==> src/shared/scsf_pkg.sv <==
// Shared constants and carrier types for the serial channel status flags.
// Assumes a 32-bit AXI4-Lite register bus and one 20 MHz clock.
package scsf_pkg;

  // Register byte offsets
  localparam logic [7:0] OFF_STATUS = 8'h00;
  localparam logic [7:0] OFF_MASK   = 8'h04;
  localparam logic [7:0] OFF_CONFIG = 8'h08;
  localparam logic [7:0] OFF_LINE   = 8'h0c;

  // Status flag positions
  localparam int BIT_OVFL   = 1;
  localparam int BIT_CARR   = 2;
  localparam int BIT_SYNC   = 3;
  localparam int BIT_FRAME  = 4;
  localparam int BIT_PARITY = 5;
  localparam int NUM_FLAG = 5;
  localparam int LO_FLAG  = 1;

  // Config register field positions
  localparam int CFG_SHOW   = 0;
  localparam int CFG_PARITY = 1;
  localparam int CFG_RSBYTE = 2;
  localparam int CFG_HDLC   = 3;
  localparam int CFG_DPLLRX = 4;
  localparam int CFG_DPLLTX = 5;
  localparam int CFG_FMENC  = 6;

  // Line status field positions
  localparam int LINE_CARRIER = 0;
  localparam int LINE_SYNC  = 1;

  // Reset values
  localparam logic [31:0] RST_STATUS = 32'h0000_0000;
  localparam logic [31:0] RST_MASK   = 32'h0000_003e;
  localparam logic [31:0] RST_CONFIG = 32'h0000_0000;

  // AXI responses
  localparam logic [1:0] RESP_OKAY   = 2'h0;
  localparam logic [1:0] RESP_SLVERR = 2'h2;

  // Receive status byte positions
  localparam int RSB_PARITY = 0;
  localparam int RSB_FRAME  = 1;

  typedef struct packed {
    logic parity_err;
    logic framing_err;
    logic dpll_lost;
    logic dpll_regained;
    logic carrier_level;
    logic fifo_full_drop;
    logic char_valid;
  } scsf_event_t;

  typedef struct packed {
    logic [31:0] status;
    logic [31:0] mask;
    logic [31:0] config_r;
  } scsf_regs_t;

endpackage

==> src/design/scsf_axil_slave.sv <==
// AXI4-Lite slave front end: decodes one write and one read at a time.
// Assumes the register core answers combinationally on the presented index.
`timescale 1ns/100ps
module scsf_axil_slave
  import scsf_pkg::*;
(
  input  wire logic        i_clock,
  input  wire logic        i_rst_b,
  input  wire logic [7:0]  i_awaddr,
  input  wire logic        i_awvalid,
  output logic             o_awready,
  input  wire logic [31:0] i_wdata,
  input  wire logic [3:0]  i_wstrb,
  input  wire logic        i_wvalid,
  output logic             o_wready,
  output logic [1:0]       o_bresp,
  output logic             o_bvalid,
  input  wire logic        i_bready,
  input  wire logic [7:0]  i_araddr,
  input  wire logic        i_arvalid,
  output logic             o_arready,
  output logic [31:0]      o_rdata,
  output logic [1:0]       o_rresp,
  output logic             o_rvalid,
  input  wire logic        i_rready,
  output logic             o_wr_stb,
  output logic [7:0]       o_wr_addr,
  output logic [31:0]      o_wr_data,
  output logic [3:0]       o_wr_strb,
  input  wire logic        i_wr_ok,
  output logic             o_rd_stb,
  output logic [7:0]       o_rd_addr,
  input  wire logic [31:0] i_rd_data,
  input  wire logic        i_rd_ok
);

  typedef struct packed {
    logic        aw_got;
    logic [7:0]  awaddr;
    logic        w_got;
    logic [31:0] wdata;
    logic [3:0]  wstrb;
    logic        bvalid;
    logic [1:0]  bresp;
    logic        rvalid;
    logic [31:0] rdata;
    logic [1:0]  rresp;
  } scsf_axs_t;

  scsf_axs_t st_r;
  scsf_axs_t st_nxt;

  assign o_awready = !st_r.aw_got && !st_r.bvalid;
  assign o_wready  = !st_r.w_got && !st_r.bvalid;
  assign o_arready = !st_r.rvalid;
  assign o_bvalid  = st_r.bvalid;
  assign o_bresp   = st_r.bresp;
  assign o_rvalid  = st_r.rvalid;
  assign o_rdata   = st_r.rdata;
  assign o_rresp   = st_r.rresp;
  assign o_wr_stb  = st_r.aw_got && st_r.w_got;
  assign o_wr_addr = st_r.awaddr;
  assign o_wr_data = st_r.wdata;
  assign o_wr_strb = st_r.wstrb;
  assign o_rd_stb  = i_arvalid && o_arready;
  assign o_rd_addr = i_araddr;

  always_comb begin
    st_nxt = st_r;
    if (i_awvalid && o_awready) begin
      st_nxt.aw_got = 1'b1;
      st_nxt.awaddr = i_awaddr;
    end
    if (i_wvalid && o_wready) begin
      st_nxt.w_got = 1'b1;
      st_nxt.wdata = i_wdata;
      st_nxt.wstrb = i_wstrb;
    end
    if (o_wr_stb) begin
      st_nxt.aw_got = 1'b0;
      st_nxt.w_got  = 1'b0;
      st_nxt.bvalid = 1'b1;
      st_nxt.bresp  = i_wr_ok ? RESP_OKAY : RESP_SLVERR;
    end else if (st_r.bvalid && i_bready) begin
      st_nxt.bvalid = 1'b0;
    end
    if (o_rd_stb) begin
      st_nxt.rvalid = 1'b1;
      st_nxt.rdata  = i_rd_data;
      st_nxt.rresp  = i_rd_ok ? RESP_OKAY : RESP_SLVERR;
    end else if (st_r.rvalid && i_rready) begin
      st_nxt.rvalid = 1'b0;
    end
  end

  always_ff @(posedge i_clock or negedge i_rst_b) begin
    if (!i_rst_b) begin
      st_r <= '0;
    end else begin
      st_r <= st_nxt;
    end
  end

endmodule

==> src/design/scsf_edge_detect.sv <==
// Carrier level change detector on an already synchronised input.
// Assumes the level is synchronous to i_clock.
`timescale 1ns/100ps
module scsf_edge_detect (
  input  wire logic i_clock,
  input  wire logic i_rst_b,
  input  wire logic i_level,
  output logic      o_level,
  output logic      o_change
);

  typedef struct packed {
    logic primed;
    logic level;
  } scsf_edg_t;

  scsf_edg_t st_r;
  scsf_edg_t st_nxt;

  assign o_level  = st_r.level;
  assign o_change = st_r.primed && (i_level != st_r.level);

  always_comb begin
    st_nxt        = st_r;
    st_nxt.primed = 1'b1;
    st_nxt.level  = i_level;
  end

  always_ff @(posedge i_clock or negedge i_rst_b) begin
    if (!i_rst_b) begin
      st_r <= '0;
    end else begin
      st_r <= st_nxt;
    end
  end

endmodule

==> src/design/scsf_status_flags.sv <==
// Channel interrupt status flags with mask, visibility and line status.
// Assumes event strobes are one-cycle pulses synchronous to i_clock.
//
// What this block does
// - Async mode: received parity failure sets status bit 5 if checking on.
// - With status byte option on, parity failure also lands in status byte.
// - Async mode: zero sampled at stop bit position sets status bit 4.
// - HDLC mode: bits 9..4 read zero; bit 0 always reads zero.
// - DPLL sync loss sets bit 3 when DPLL clocks receive with FM coding.
// - After sync loss, reception is held off until DPLL resynchronises.
// - Transmit clocked from DPLL also halts until resync after a sync loss caught with DPLL receive and FM.
// - Any carrier-detect transition sets bit 2; level readable in line status.
// - Receive data dropped on full FIFO sets status bit 1.
// - Masked flags appear in status only while show-masked bit is one.
// - Host writes one to clear a flag; zeros leave flags alone.
`timescale 1ns/100ps
module scsf_status_flags
  import scsf_pkg::*;
(
  input  wire logic        i_clock,
  input  wire logic        i_rst_b,
  input  wire logic [7:0]  i_awaddr,
  input  wire logic        i_awvalid,
  output logic             o_awready,
  input  wire logic [31:0] i_wdata,
  input  wire logic [3:0]  i_wstrb,
  input  wire logic        i_wvalid,
  output logic             o_wready,
  output logic [1:0]       o_bresp,
  output logic             o_bvalid,
  input  wire logic        i_bready,
  input  wire logic [7:0]  i_araddr,
  input  wire logic        i_arvalid,
  output logic             o_arready,
  output logic [31:0]      o_rdata,
  output logic [1:0]       o_rresp,
  output logic             o_rvalid,
  input  wire logic        i_rready,
  input  wire scsf_event_t i_event,
  output logic             o_rx_enable,
  output logic             o_tx_enable,
  output logic [7:0]       o_rx_status_byte,
  output logic             o_rx_status_valid
);

  typedef struct packed {
    scsf_regs_t regs;
    logic       sync_lost;
    logic [7:0] rsb;
    logic       rsb_valid;
  } scsf_core_t;

  scsf_core_t st_r;
  scsf_core_t st_nxt;

  logic        wr_stb;
  logic [7:0]  wr_addr;
  logic [31:0] wr_data;
  logic [3:0]  wr_strb;
  logic        wr_ok;
  logic        rd_stb;
  logic [7:0]  rd_addr;
  logic [31:0] rd_data;
  logic        rd_ok;
  logic        carrier_level;
  logic        carrier_change;
  logic [31:0] set_vec;
  logic [31:0] clr_vec;
  logic [31:0] wmask;
  logic [31:0] status_view;
  logic [31:0] valid_bits;
  logic        async_mode;
  logic        dpll_rx_used;

  scsf_axil_slave u_bus (
    .i_clock   (i_clock),
    .i_rst_b   (i_rst_b),
    .i_awaddr  (i_awaddr),
    .i_awvalid (i_awvalid),
    .o_awready (o_awready),
    .i_wdata   (i_wdata),
    .i_wstrb   (i_wstrb),
    .i_wvalid  (i_wvalid),
    .o_wready  (o_wready),
    .o_bresp   (o_bresp),
    .o_bvalid  (o_bvalid),
    .i_bready  (i_bready),
    .i_araddr  (i_araddr),
    .i_arvalid (i_arvalid),
    .o_arready (o_arready),
    .o_rdata   (o_rdata),
    .o_rresp   (o_rresp),
    .o_rvalid  (o_rvalid),
    .i_rready  (i_rready),
    .o_wr_stb  (wr_stb),
    .o_wr_addr (wr_addr),
    .o_wr_data (wr_data),
    .o_wr_strb (wr_strb),
    .i_wr_ok   (wr_ok),
    .o_rd_stb  (rd_stb),
    .o_rd_addr (rd_addr),
    .i_rd_data (rd_data),
    .i_rd_ok   (rd_ok)
  );

  scsf_edge_detect u_carrier (
    .i_clock  (i_clock),
    .i_rst_b  (i_rst_b),
    .i_level  (i_event.carrier_level),
    .o_level  (carrier_level),
    .o_change (carrier_change)
  );

  assign async_mode   = !st_r.regs.config_r[CFG_HDLC];
  assign dpll_rx_used = st_r.regs.config_r[CFG_DPLLRX] &&
                        st_r.regs.config_r[CFG_FMENC];

  // Byte-lane write mask
  always_comb begin
    for (int b = 0; b < 4; b++) begin
      wmask[b*8 +: 8] = {8{wr_strb[b]}};
    end
  end

  // Event set vector
  always_comb begin
    set_vec = '0;
    set_vec[BIT_PARITY] = async_mode && st_r.regs.config_r[CFG_PARITY] &&
                          i_event.parity_err;
    set_vec[BIT_FRAME]  = async_mode && i_event.framing_err;
    set_vec[BIT_SYNC]   = dpll_rx_used && i_event.dpll_lost;
    set_vec[BIT_CARR]   = carrier_change;
    set_vec[BIT_OVFL]   = i_event.fifo_full_drop;
  end

  // Write-one-to-clear vector
  always_comb begin
    clr_vec = '0;
    if (wr_stb && wr_addr == OFF_STATUS) begin
      clr_vec = wr_data & wmask;
    end
  end

  // Bits that exist in the current mode
  always_comb begin
    valid_bits = '0;
    valid_bits[NUM_FLAG:LO_FLAG] = '1;
    if (!async_mode) begin
      valid_bits[BIT_PARITY] = 1'b0;
      valid_bits[BIT_FRAME]  = 1'b0;
    end
  end

  // Status as read: masked flags hidden unless show bit set
  always_comb begin
    status_view = st_r.regs.status & valid_bits;
    if (!st_r.regs.config_r[CFG_SHOW]) begin
      status_view = status_view & ~st_r.regs.mask;
    end
  end

  assign wr_ok = wr_addr == OFF_STATUS || wr_addr == OFF_MASK ||
                 wr_addr == OFF_CONFIG || wr_addr == OFF_LINE;
  assign rd_ok = rd_addr == OFF_STATUS || rd_addr == OFF_MASK ||
                 rd_addr == OFF_CONFIG || rd_addr == OFF_LINE;

  always_comb begin
    rd_data = '0;
    unique case (rd_addr)
      OFF_STATUS: rd_data = status_view;
      OFF_MASK:   rd_data = st_r.regs.mask;
      OFF_CONFIG: rd_data = st_r.regs.config_r;
      OFF_LINE: begin
        rd_data[LINE_CARRIER] = carrier_level;
        rd_data[LINE_SYNC] = !st_r.sync_lost;
      end
      default:    rd_data = '0;
    endcase
  end

  always_comb begin
    st_nxt = st_r;
    // Set wins over a simultaneous clear; flags otherwise hold
    st_nxt.regs.status = ((st_r.regs.status & ~clr_vec) | set_vec)
                         & valid_bits;
    if (wr_stb && wr_addr == OFF_MASK) begin
      st_nxt.regs.mask = ((st_r.regs.mask & ~wmask) | (wr_data & wmask))
                         & RST_MASK;
    end
    if (wr_stb && wr_addr == OFF_CONFIG) begin
      st_nxt.regs.config_r = (st_r.regs.config_r & ~wmask) |
                             (wr_data & wmask);
    end
    // Sync tracking holds off the receiver until regained
    if (dpll_rx_used && i_event.dpll_lost) begin
      st_nxt.sync_lost = 1'b1;
    end else if (i_event.dpll_regained) begin
      st_nxt.sync_lost = 1'b0;
    end
    st_nxt.rsb_valid = i_event.char_valid && st_r.regs.config_r[CFG_RSBYTE]
                       && o_rx_enable;
    if (i_event.char_valid) begin
      st_nxt.rsb = '0;
      st_nxt.rsb[RSB_PARITY] = st_r.regs.config_r[CFG_PARITY] &&
                               i_event.parity_err;
      st_nxt.rsb[RSB_FRAME]  = i_event.framing_err;
    end
  end

  assign o_rx_enable = !(dpll_rx_used && st_r.sync_lost);
  assign o_tx_enable = !(st_r.regs.config_r[CFG_DPLLTX] &&
                         st_r.sync_lost);
  assign o_rx_status_byte  = st_r.rsb;
  assign o_rx_status_valid = st_r.rsb_valid;

  always_ff @(posedge i_clock or negedge i_rst_b) begin
    if (!i_rst_b) begin
      st_r.regs.status   <= RST_STATUS;
      st_r.regs.mask     <= RST_MASK;
      st_r.regs.config_r <= RST_CONFIG;
      st_r.sync_lost     <= 1'b0;
      st_r.rsb           <= '0;
      st_r.rsb_valid     <= 1'b0;
    end else begin
      st_r <= st_nxt;
    end
  end

  // Checks
  a_parity_sets: assert property (
    @(posedge i_clock) disable iff (!i_rst_b)
    set_vec[BIT_PARITY] |=> st_r.regs.status[BIT_PARITY])
    else $error("parity flag not set");
  a_parity_gated: assert property (
    @(posedge i_clock) disable iff (!i_rst_b)
    !st_r.regs.config_r[CFG_PARITY] && !st_r.regs.status[BIT_PARITY]
    |=> !st_r.regs.status[BIT_PARITY])
    else $error("parity flag set while checking off");
  a_rsb_parity: assert property (
    @(posedge i_clock) disable iff (!i_rst_b)
    i_event.char_valid && i_event.parity_err &&
    st_r.regs.config_r[CFG_PARITY] |=> st_r.rsb[RSB_PARITY])
    else $error("status byte lacks parity");
  a_frame_sets: assert property (
    @(posedge i_clock) disable iff (!i_rst_b)
    async_mode && i_event.framing_err |=> st_r.regs.status[BIT_FRAME])
    else $error("framing flag not set");
  a_hdlc_zero: assert property (
    @(posedge i_clock) disable iff (!i_rst_b)
    (status_view[9:4] == '0 || async_mode) && !status_view[0])
    else $error("reserved bits nonzero");
  a_sync_sets: assert property (
    @(posedge i_clock) disable iff (!i_rst_b)
    dpll_rx_used && i_event.dpll_lost
    |=> st_r.regs.status[BIT_SYNC] && !o_rx_enable)
    else $error("sync loss not flagged");
  a_rx_hold: assert property (
    @(posedge i_clock) disable iff (!i_rst_b)
    !o_rx_enable && !i_event.dpll_regained |=> !o_rx_enable)
    else $error("receiver resumed early");
  a_tx_hold: assert property (
    @(posedge i_clock) disable iff (!i_rst_b)
    st_r.sync_lost && st_r.regs.config_r[CFG_DPLLTX] |-> !o_tx_enable)
    else $error("transmit not halted");
  a_carrier_change: assert property (
    @(posedge i_clock) disable iff (!i_rst_b)
    carrier_change |=> st_r.regs.status[BIT_CARR])
    else $error("carrier change not flagged");
  a_ovfl_sets: assert property (
    @(posedge i_clock) disable iff (!i_rst_b)
    i_event.fifo_full_drop |=> st_r.regs.status[BIT_OVFL])
    else $error("overflow flag not set");
  a_mask_hide: assert property (
    @(posedge i_clock) disable iff (!i_rst_b)
    !st_r.regs.config_r[CFG_SHOW] |-> (status_view & st_r.regs.mask) == '0)
    else $error("masked flag visible");
  a_w1c_clear: assert property (
    @(posedge i_clock) disable iff (!i_rst_b)
    clr_vec[BIT_OVFL] && !set_vec[BIT_OVFL] |=> !st_r.regs.status[BIT_OVFL])
    else $error("write one did not clear");
  a_set_wins: assert property (
    @(posedge i_clock) disable iff (!i_rst_b)
    clr_vec[BIT_OVFL] && set_vec[BIT_OVFL] |=> st_r.regs.status[BIT_OVFL])
    else $error("event lost on clear");
  a_flag_holds: assert property (
    @(posedge i_clock) disable iff (!i_rst_b)
    st_r.regs.status[BIT_OVFL] && !clr_vec[BIT_OVFL]
    |=> st_r.regs.status[BIT_OVFL])
    else $error("flag dropped itself");

endmodule

==> config.mk <==
export PLATFORM = sky130hd
export DESIGN_NAME = scsf_status_flags
export DESIGN_NICKNAME = d
export VERILOG_FILES = /design/src/shared/scsf_pkg.sv /design/src/design/scsf_axil_slave.sv /design/src/design/scsf_edge_detect.sv /design/src/design/scsf_status_flags.sv
export SDC_FILE = /design/constraint.sdc
export NUM_CORES = 1
export LEC_CHECK = 0
export BUFFER_PORTS_ARGS = -buffer_cell sky130_fd_sc_hd__buf_2
export CORE_MARGIN = 3
export CORE_UTILIZATION = 50
export DETAILED_ROUTE_END_ITERATION = 10
export PLACE_DENSITY = 0.75
export SYNTH_ARGS = -nofsm -noshare
export SYNTH_HDL_FRONTEND = slang
export SYNTH_HIERARCHICAL = 1
export SYNTH_SLANG_ARGS = --single-unit
==> constraint.sdc <==
create_clock -name i_clock -period 3.31 [get_ports i_clock]
set_input_delay 0 -clock i_clock [delete_from_list [all_inputs] [get_ports i_clock]]
set_output_delay 0 -clock i_clock [all_outputs]
set_load 0.005 [all_outputs]
==> out/qor.csv, run 1 <==
metric,value,unit
Worst EP required,3.64,ns
vias in the first global route,3932,
Comb pwr share,0.194,
ys async rst share,1.00,
Antenna diodes,0,
GR Util All Layers,0.183,
H-tree depth,4,
Worst R2R Path Depth,3,
Worst slew margin,0.232,
"commonest cells after routing, fill and taps aside","dfrtp_1, buf_2, mux2_2, dlygate4sd3_1, mux2_4",
min cycle time layout,2.35,ns
"Data arrival, critical path",2.68,ns
CTS Hold Bufs,57,
initial antenna violation count,0,
register area share after synthesis,0.518,
WS Path Type,reg2reg,
wl on met1,5.34,mm
met3 WL post-DR,505,µm
"Slew Viols, Final",0,
vias,3605,
PortBufs,109,
actual slew at the worst max-slew pin,1.14,ns
GP Congestion,0.769,
xor and xnor area share after synthesis,0.00139,
Peak VDD IR,0.572,mV
Die ar.,14000,µm²
layout cells sized above 1,0.469,
mux contribution to synthesized area,0.226,
status,completed,
final-stage net count,626,
Max Clock Freq,425,MHz
compound-gate portion of the synthesized area,0.0270,
largest net degree at the start of global routing,71,
RSZ-0062 raised after global routing,no,
Syn-to-layout area delta,17.9,%
CTS tree,built,
root buffer cell,clkbuf_16,
sw power,1320,µW
kind of end point of the critical path,flip-flop,
pre-CTS WS,0.941,ns
DR vias/cell,4.87,
top layer in use,met4,
Core Rows,40,
Congestion Overflow GR,0,
number of DRC markers in iteration 0,166,
Critical-path top delay cell,nor4_1,
"commonest non-fill, non-tap cell in the layout",dfrtp_1,
clock buffer depth,2,
hold-critical path depth,3,
Post-Syn Area,6290,µm²
final hold vios,0,
wire per inst,16.2,µm
routed wire length on met2,6.02,mm
Yosys reg bits,130,
final period utilization,0.710,
Post CTS Setup Buffer Count,0,
"Setup violations, final",0,
Initial Util,0.517,
post-route setup slack,0.959,ns
core region area,12200,µm²
largest family of logic cells by synthesized area,multiplexers,
critical path launch point type,flip-flop,
global-route wire length before repair,20.2,mm
Simple-Gate Fraction of Synth Area,0.0875,
critical-path cell list,"nor4_1, nand4_1, mux2_2",
Post-Syn Area per Cell,13.2,µm²
"critical path fanouts, max",5,
CP max stage delay,0.97,ns
PwrDens,673,nW/µm²
Int Power,3680,µW
Die W,118,µm
number of synthesized flops with an enable pin,0,
post-route ant nets,0,
Unique masters post-synth,43,
worst clock skew,0.00820,ns
post-synthesis adder-cell area fraction,0,
CTS resizes,0,
Clk pwr share,0.354,
Num Clock Sinks,130,
Min-Delay Path Class,in2reg,
TNS Setup,0,ns
TritonRoute pass-1 iters,4,
Remaining DRCs,0,
CTS Buf Count,17,
Sw Share,0.263,
dpl hpwl,8.01,mm
Top Ports,118,
Max Cap Violations,0,
fillcell total,958,
Post-synth top flop,dfrtp_1,
Post-Syn Instances,476,
leak pwr,0.00367,µW
synth warn,6,
Post-Route WL,12.0,mm
Clock Latency Late Sink,0.41,ns
clock-pin transition on the worst setup and hold timing paths,0.06,ns
die height,118,µm
Flop pwr share,0.452,
[metal layers]
layer  vias to the layer above  GRT usage
li1                       1706          -
met1                      1797      0.234
met2                        90      0.297
met3                        12     0.0526
met4                         0     0.0703
met5                         -          0
[power groups by stage]
stage / registers [µW] / clock network (µW) / logic (µW)
after global placement: 2260 / 0 / 891
after floorplan: 2130 / 0 / 1190
after global routing: 2310 / 1870 / 1050
after CTS: 2250 / 1800 / 977
final: 2260 / 1770 / 968
after detailed placement: 2280 / 0 / 922
[cell type report]
| type | instances | area (µm²) | share of cell area |
|---|---|---|---|
| repair buffers | 168 | 1150 | 0.155 |
| flip-flops and latches | 130 | 3260 | 0.439 |
| multi-input cells | 234 | 2200 | 0.297 |
| inverters | 9 | 33.8 | 0.00455 |
| well taps | 168 | 210 | 0.0283 |
| clock inverters | 9 | 80.1 | 0.0108 |
| clock buffers | 23 | 488 | 0.0658 |
[through the flow]
stage / hold WS [ns] / total power, µW / cell area (µm²) / utilization / cells
6_report: 0.0680 / 4990 / 7420 / 0.610 / 741
3_3_place_gp: 0.118 / 3150 / 6280 / 0.516 / 652
5_1_grt: 0.0480 / 5230 / 7420 / 0.610 / 741
4_1_cts: 0.0446 / 5030 / 7420 / 0.610 / 741
2_1_floorplan: -0.296 / 3330 / 6310 / - / 482
3_5_place_dp: 0.131 / 3200 / 6280 / 0.516 / 652
[Yosys cell counts (all sizes together), types with 3 or more instances]
cell | instances | area (µm²)
buf | 104 | 817
mux2i | 3 | 30.0
o21ai | 4 | 20.0
dfstp | 5 | 131
nand3b | 3 | 22.5
nor3b | 6 | 61.3
and2 | 27 | 169
nand2b | 9 | 56.3
clkbuf | 5 | 18.8
mux2 | 114 | 1390
o21bai | 3 | 22.5
nand2 | 4 | 15.0
conb | 3 | 11.3
a21oi | 8 | 40.0
inv | 9 | 33.8
nor2 | 7 | 26.3
nor4 | 4 | 40.0
and4b | 4 | 40.0
dfrtp | 125 | 3130
a221oi | 5 | 43.8
nand3 | 8 | 55.1
[cell families after synthesis]
group                     Yosys count
buffers and inverters             118
other                               3
and+or+nand+nor                    81
xor gates and xnor gates            1
AOI/OAI and AO/OA                  26
muxes                             117
DFF                               130
[path summary, 6_finish.rpt]
check / end / slack (ns) / from
setup / recovery: flip-flop / 0.96 / u_bus/o_wr_addr[1]
hold / removal: u_bus/st_r[83] / 0.07 / i_awvalid
setup reg to reg: flip-flop / 0.96 / u_bus/o_wr_addr[1]
hold reg to reg: flip-flop / 0.50 / flip-flop
max in group asynchronous: u_bus/o_wr_strb[2] / 2.26 / i_rst_b
min in group asynchronous: async pin / 0.21 / i_rst_b
[critical path: cells and delay by family (launching register included)]
| kind | cells | cell delay, ns |
|---|---|---|
| DFF | 1 | 0.40 |
| muxes | 1 | 0.41 |
| and+or+nand+nor | 2 | 1.46 |
Note: power is estimated with default switching activity, not from simulation.
==> inputs of run 2 (changes only) <==
==> constraint.sdc (replaced) <==
create_clock -name i_clock -period 2.3 [get_ports i_clock]
set_input_delay 0 -clock i_clock [delete_from_list [all_inputs] [get_ports i_clock]]
set_output_delay 0 -clock i_clock [all_outputs]
set_load 0.005 [all_outputs]
==> run 2 against run 1 <==
Against the previous run: final area rose by 0.96%; via count is 0.17% higher; global-route usage fell by 0.35 points; largest power group unchanged.
==> out/qor.csv, run 2 (synthesized netlist as in run 1, its figures left out) <==
metric,value,unit
status,completed,
Top Ports,118,
CP max stage delay,0.57,ns
wire per inst,15.8,µm
Min-Delay Path Class,in2reg,
Comb pwr share,0.192,
Sw Share,0.251,
"commonest non-fill, non-tap cell in the layout",dfrtp_1,
placed insts,657,
final-stage net count,630,
"critical path fanouts, max",8,
CTS resizes,0,
final period utilization,0.853,
global-route wire length before repair,19.8,mm
PortBufs,109,
root buffer cell,clkbuf_16,
hold-critical path depth,3,
worst clock skew,0.00788,ns
Die ar.,14000,µm²
CTS tree,built,
number of DRC markers in iteration 0,155,
Post CTS Setup Buffer Count,0,
Flop pwr share,0.441,
min cycle time layout,1.96,ns
critical path launch point type,flip-flop,
Max Cap Violations,0,
vias,3611,
"Slew Viols, Final",0,
Core Rows,40,
TNS Setup,0,ns
Worst EP required,2.59,ns
actual slew at the worst max-slew pin,0.610,ns
Num Clock Sinks,130,
Int Power,5480,µW
fin cells,745,
leak pwr,0.00370,µW
sw power,1840,µW
clock-pin transition on the worst setup and hold timing paths,0.05,ns
"Setup violations, final",0,
core region area,12200,µm²
layout cells sized above 1,0.471,
"commonest cells after routing, fill and taps aside","dfrtp_1, buf_2, mux2_2, dlygate4sd3_1, mux2_4",
kind of end point of the critical path,flip-flop,
GP Congestion,0.833,
Initial Util,0.517,
largest net degree at the start of global routing,61,
Syn-to-layout area delta,19.0,%
Peak VDD IR,0.884,mV
Clock Latency Late Sink,0.41,ns
dpl hpwl,7.80,mm
die height,118,µm
"Data arrival, critical path",2.26,ns
Post-Route WL,11.8,mm
Clk pwr share,0.367,
initial antenna violation count,0,
Congestion Overflow GR,0,
critical-path cell list,"or4_4, nor4_4, mux2_2",
DR vias/cell,4.85,
CTS Buf Count,17,
dpl cell area,6330,µm²
PwrDens,978,nW/µm²
Remaining DRCs,0,
H-tree depth,4,
Antenna diodes,0,
Die W,118,µm
Critical-path top delay cell,or4_4,
vias in the first global route,3863,
final instance area,7490,µm²
Max Clock Freq,510,MHz
GR Util All Layers,0.180,
fillcell total,934,
TritonRoute pass-1 iters,4,
worst hold slack,0.0367,ns
RSZ-0062 raised after global routing,no,
Worst R2R Path Depth,3,
clock buffer depth,2,
Worst slew margin,0.593,
post-route ant nets,0,
WS Path Type,reg2reg,
total power,7320,µW
final hold vios,0,
## run 2: cell count changes in the layout (fill, tap and decap cells not counted)
cell / before / now
buf_12: 1 / 2
buf_4: 2 / 6
bufinv_16: 1 / 3
clkbuf_1: 2 / 4
clkbuf_8: 4 / 2
clkinv_2: 4 / 2
clkinv_4: 0 / 1
clkinvlp_4: 4 / 3
dlygate4sd3_1: 57 / 56
## run 2: worst paths after layout
kind	from	to	slack (ns)
worst max-delay path	u_bus/o_wr_addr[1]	flip-flop	0.34
min in group asynchronous	i_rst_b	async pin	0.16
max in group asynchronous	i_rst_b	async pin	1.36
worst min register to register	flip-flop	flip-flop	0.49
worst min-delay path	i_wvalid	u_bus/st_r[74]	0.04
worst max register to register	u_bus/o_wr_addr[1]	flip-flop	0.34
## run 2: power by group through the flow
stage                     logic (µW)  clock network [µW]  registers (µW)
after global placement          1300                   0            3220
after CTS                       1420                2750            3220
after detailed placement        1340                   0            3250
after floorplan                 1720                   0            3070
final                           1410                2690            3230
after global routing            1530                2850            3300
## run 2: stage by stage
stage / worst slack, ns / utilization
final: 0.338 / 0.616
after global routing: 0.245 / 0.616
after CTS: 0.316 / 0.616
after detailed placement: 0.324 / 0.520
after global placement: 0.371 / 0.520
after floorplan: 0.352 / -
## run 2: critical path: cells and delay by family (launching register included)
family           cells  cell delay, ns
muxes                1            0.40
and+or+nand+nor      2            1.06
DFF                  1            0.39
## run 2: per-layer routing
layer / up-vias / part of all wire / track usage
li1: 1722 / - / -
met1: 1779 / 0.45 / 0.232
met2: 98 / 0.49 / 0.291
met3: 12 / 0.046 / 0.0445
met4: 0 / 0.015 / 0.0733
met5: - / 0 / 0
## run 2: what timing repair did
| item | 4_1_cts | 5_1_grt |
|---|---|---|
| hold buffers | 56 | 0 |
| endpoints found under the setup margin | 0 | 0 |
| endpoints found under the hold margin | 100 | 0 |
## run 2: final cells by class
type,instances,area [µm²],area share
repair buffers,172,1190,0.158
well taps,168,210,0.0281
inverters,9,33.8,0.00451
clock inverters,9,131,0.0175
clock buffers,23,468,0.0625
flip-flops and latches,130,3260,0.435
multi-input cells,234,2200,0.294
==> inputs of run 3 (changes only) <==
--- a/config.mk
+++ b/config.mk
@@ -6,10 +6,11 @@
 export NUM_CORES = 1
 export LEC_CHECK = 0
 export BUFFER_PORTS_ARGS = -buffer_cell sky130_fd_sc_hd__buf_2
-export CORE_MARGIN = 3
+export CORE_MARGIN = 1.5
 export CORE_UTILIZATION = 50
 export DETAILED_ROUTE_END_ITERATION = 10
 export PLACE_DENSITY = 0.75
+export SLEW_MARGIN = 20
 export SYNTH_ARGS = -nofsm -noshare
 export SYNTH_HDL_FRONTEND = slang
 export SYNTH_HIERARCHICAL = 1
==> constraint.sdc (replaced) <==
create_clock -name i_clock -period 1.85 [get_ports i_clock]
set_input_delay 0 -clock i_clock [delete_from_list [all_inputs] [get_ports i_clock]]
set_output_delay 0 -clock i_clock [all_outputs]
set_load 0.005 [all_outputs]
==> run 3 against run 2 <==
Against the previous run: cell count grew 0.27%; routed wire length grew 0.48%; critical path depth grew 1; clock power grew 25%; worst setup slack lost 0.23 ns; combinational power grew 28%; sequential share of layout area shrank 0.26 points; die area shrank 5.0%; global-route usage grew 1.5 points; utilization grew 0.39 points; sequential power grew 24%; register-to-register slack lost 0.23 ns.
==> out/qor.csv, run 3 (synthesized netlist as in run 1, its figures left out) <==
metric,value,unit
status,completed,
initial antenna violation count,0,
CTS tree,built,
sw power,2340,µW
final period utilization,0.941,
hold endpoint,u_bus/st_r[83],
Flop pwr share,0.439,
Clk pwr share,0.365,
Int Power,6820,µW
Remaining DRCs,0,
CP Launch Point,u_bus/o_wr_addr[1],
Initial Util,0.517,
Core Rows,40,
Clock Latency Late Sink,0.42,ns
"Slew Viols, Final",0,
Syn-to-layout area delta,19.8,%
Worst R2R Path Depth,4,
dpl hpwl,7.51,mm
dpl cell area,6380,µm²
"critical path fanouts, max",8,
CTS Buf Count,17,
H-tree depth,4,
Comb pwr share,0.196,
top layer in use,met4,
"commonest cells after routing, fill and taps aside","dfrtp_1, buf_2, mux2_2, dlygate4sd3_1, mux2_4",
"Data arrival, critical path",2.05,ns
pre-CTS WS,0.0210,ns
WS Path Type,reg2reg,
layout cells sized above 1,0.478,
Die W,115,µm
Post-Route WL,11.8,mm
fillcell total,938,
R2R setup slack,0.11,ns
utilization of the core after routing,0.620,
core region area,12200,µm²
Num Clock Sinks,130,
RSZ-0062 raised after global routing,no,
PortBufs,109,
die height,115,µm
min cycle time layout,1.74,ns
"Setup violations, final",0,
final-stage net count,633,
clock-pin transition on the worst setup and hold timing paths,0.06,ns
reg2reg start,u_bus/o_wr_addr[1],
TritonRoute pass-1 iters,4,
Die ar.,13300,µm²
GR Util All Layers,0.195,
global-route wire length before repair,19.4,mm
vias,3665,
Max Clock Freq,574,MHz
leak pwr,0.00373,µW
GP Congestion,0.828,
worst hold slack,0.0607,ns
Peak VDD IR,0.945,mV
Congestion Overflow GR,0,
TNS Setup,0,ns
critical path launch point type,flip-flop,
Worst EP required,2.16,ns
Top Ports,118,
root buffer cell,clkbuf_16,
final hold vios,0,
worst clock skew,0.00987,ns
final instance area,7540,µm²
area occupied by multi-input gates,2200,µm²
"commonest non-fill, non-tap cell in the layout",dfrtp_1,
kind of end point of the critical path,flip-flop,
met3 WL post-DR,441,µm
post-route ant nets,0,
Min-Delay Path Class,in2reg,
worst hold start,i_awvalid,
hold-critical path depth,3,
Antenna diodes,0,
wl on met1,5.19,mm
Post CTS Setup Buffer Count,0,
Max Cap Violations,0,
vias in the first global route,3803,
DR vias/cell,4.91,
post-route setup slack,0.109,ns
PwrDens,1220,nW/µm²
largest net degree at the start of global routing,39,
number of DRC markers in iteration 0,202,
routed wire length on met2,5.94,mm
register area,3260,µm²
clock buffer depth,2,
Sw Share,0.255,
wire per inst,15.8,µm
run 3: worst max-delay path, stage by stage, from the launching register on:
cell and delay [ns]:
dfrtp_1 0.39, or4_4 0.57, nor4_4 0.16, buf_6 0.17
mux2_2 0.34
run 3: worst max-delay path by stage:
stage | end | slack [ns] | depth (start not counted)
detailed placement | flip-flop | 0.02 | 4
finish | flip-flop | 0.11 | 4
CTS | flip-flop | 0.008 | 4
floorplan | flip-flop | -0.1 | 4
global route | flip-flop | 0.004 | 6
global placement | flip-flop | 0.04 | 4
run 3: power by group through the flow:
stage | logic (µW) | registers (µW) | clock network [µW]
after CTS | 1810 | 4010 | 3420
after detailed placement | 1710 | 4050 | 0
after global placement | 1650 | 4010 | 0
final | 1800 | 4020 | 3350
after global routing | 1940 | 4120 | 3560
after floorplan | 2140 | 3810 | 0
run 3: through the flow:
step / power, µW / std cells
2_1_floorplan: 5950 / 482
6_report: 9160 / 747
5_1_grt: 9610 / 747
4_1_cts: 9240 / 747
3_5_place_dp: 5760 / 660
3_3_place_gp: 5660 / 660
run 3: layout make-up:
type | instances | area share
clock buffer | 21 | 0.0611
inverter | 9 | 0.00448
tap | 168 | 0.0279
clock inverter | 10 | 0.0178
multi-input combinational | 234 | 0.292
sequential | 130 | 0.433
timing repair buffer | 175 | 0.164
run 3: routing by layer:
layer,up-vias,global-route usage
li1,1720,-
met1,1829,0.242
met2,99,0.319
met3,17,0.0496
met4,0,0.0955
met5,-,0
run 3: what timing repair did:
| item | CTS | global route |
|---|---|---|
| hold buffers | 56 | 0 |
| hold endpoints to repair | 152 | 0 |
| resized for setup | 0 | 2 |
| endpoints found under the setup margin | 0 | 13 |
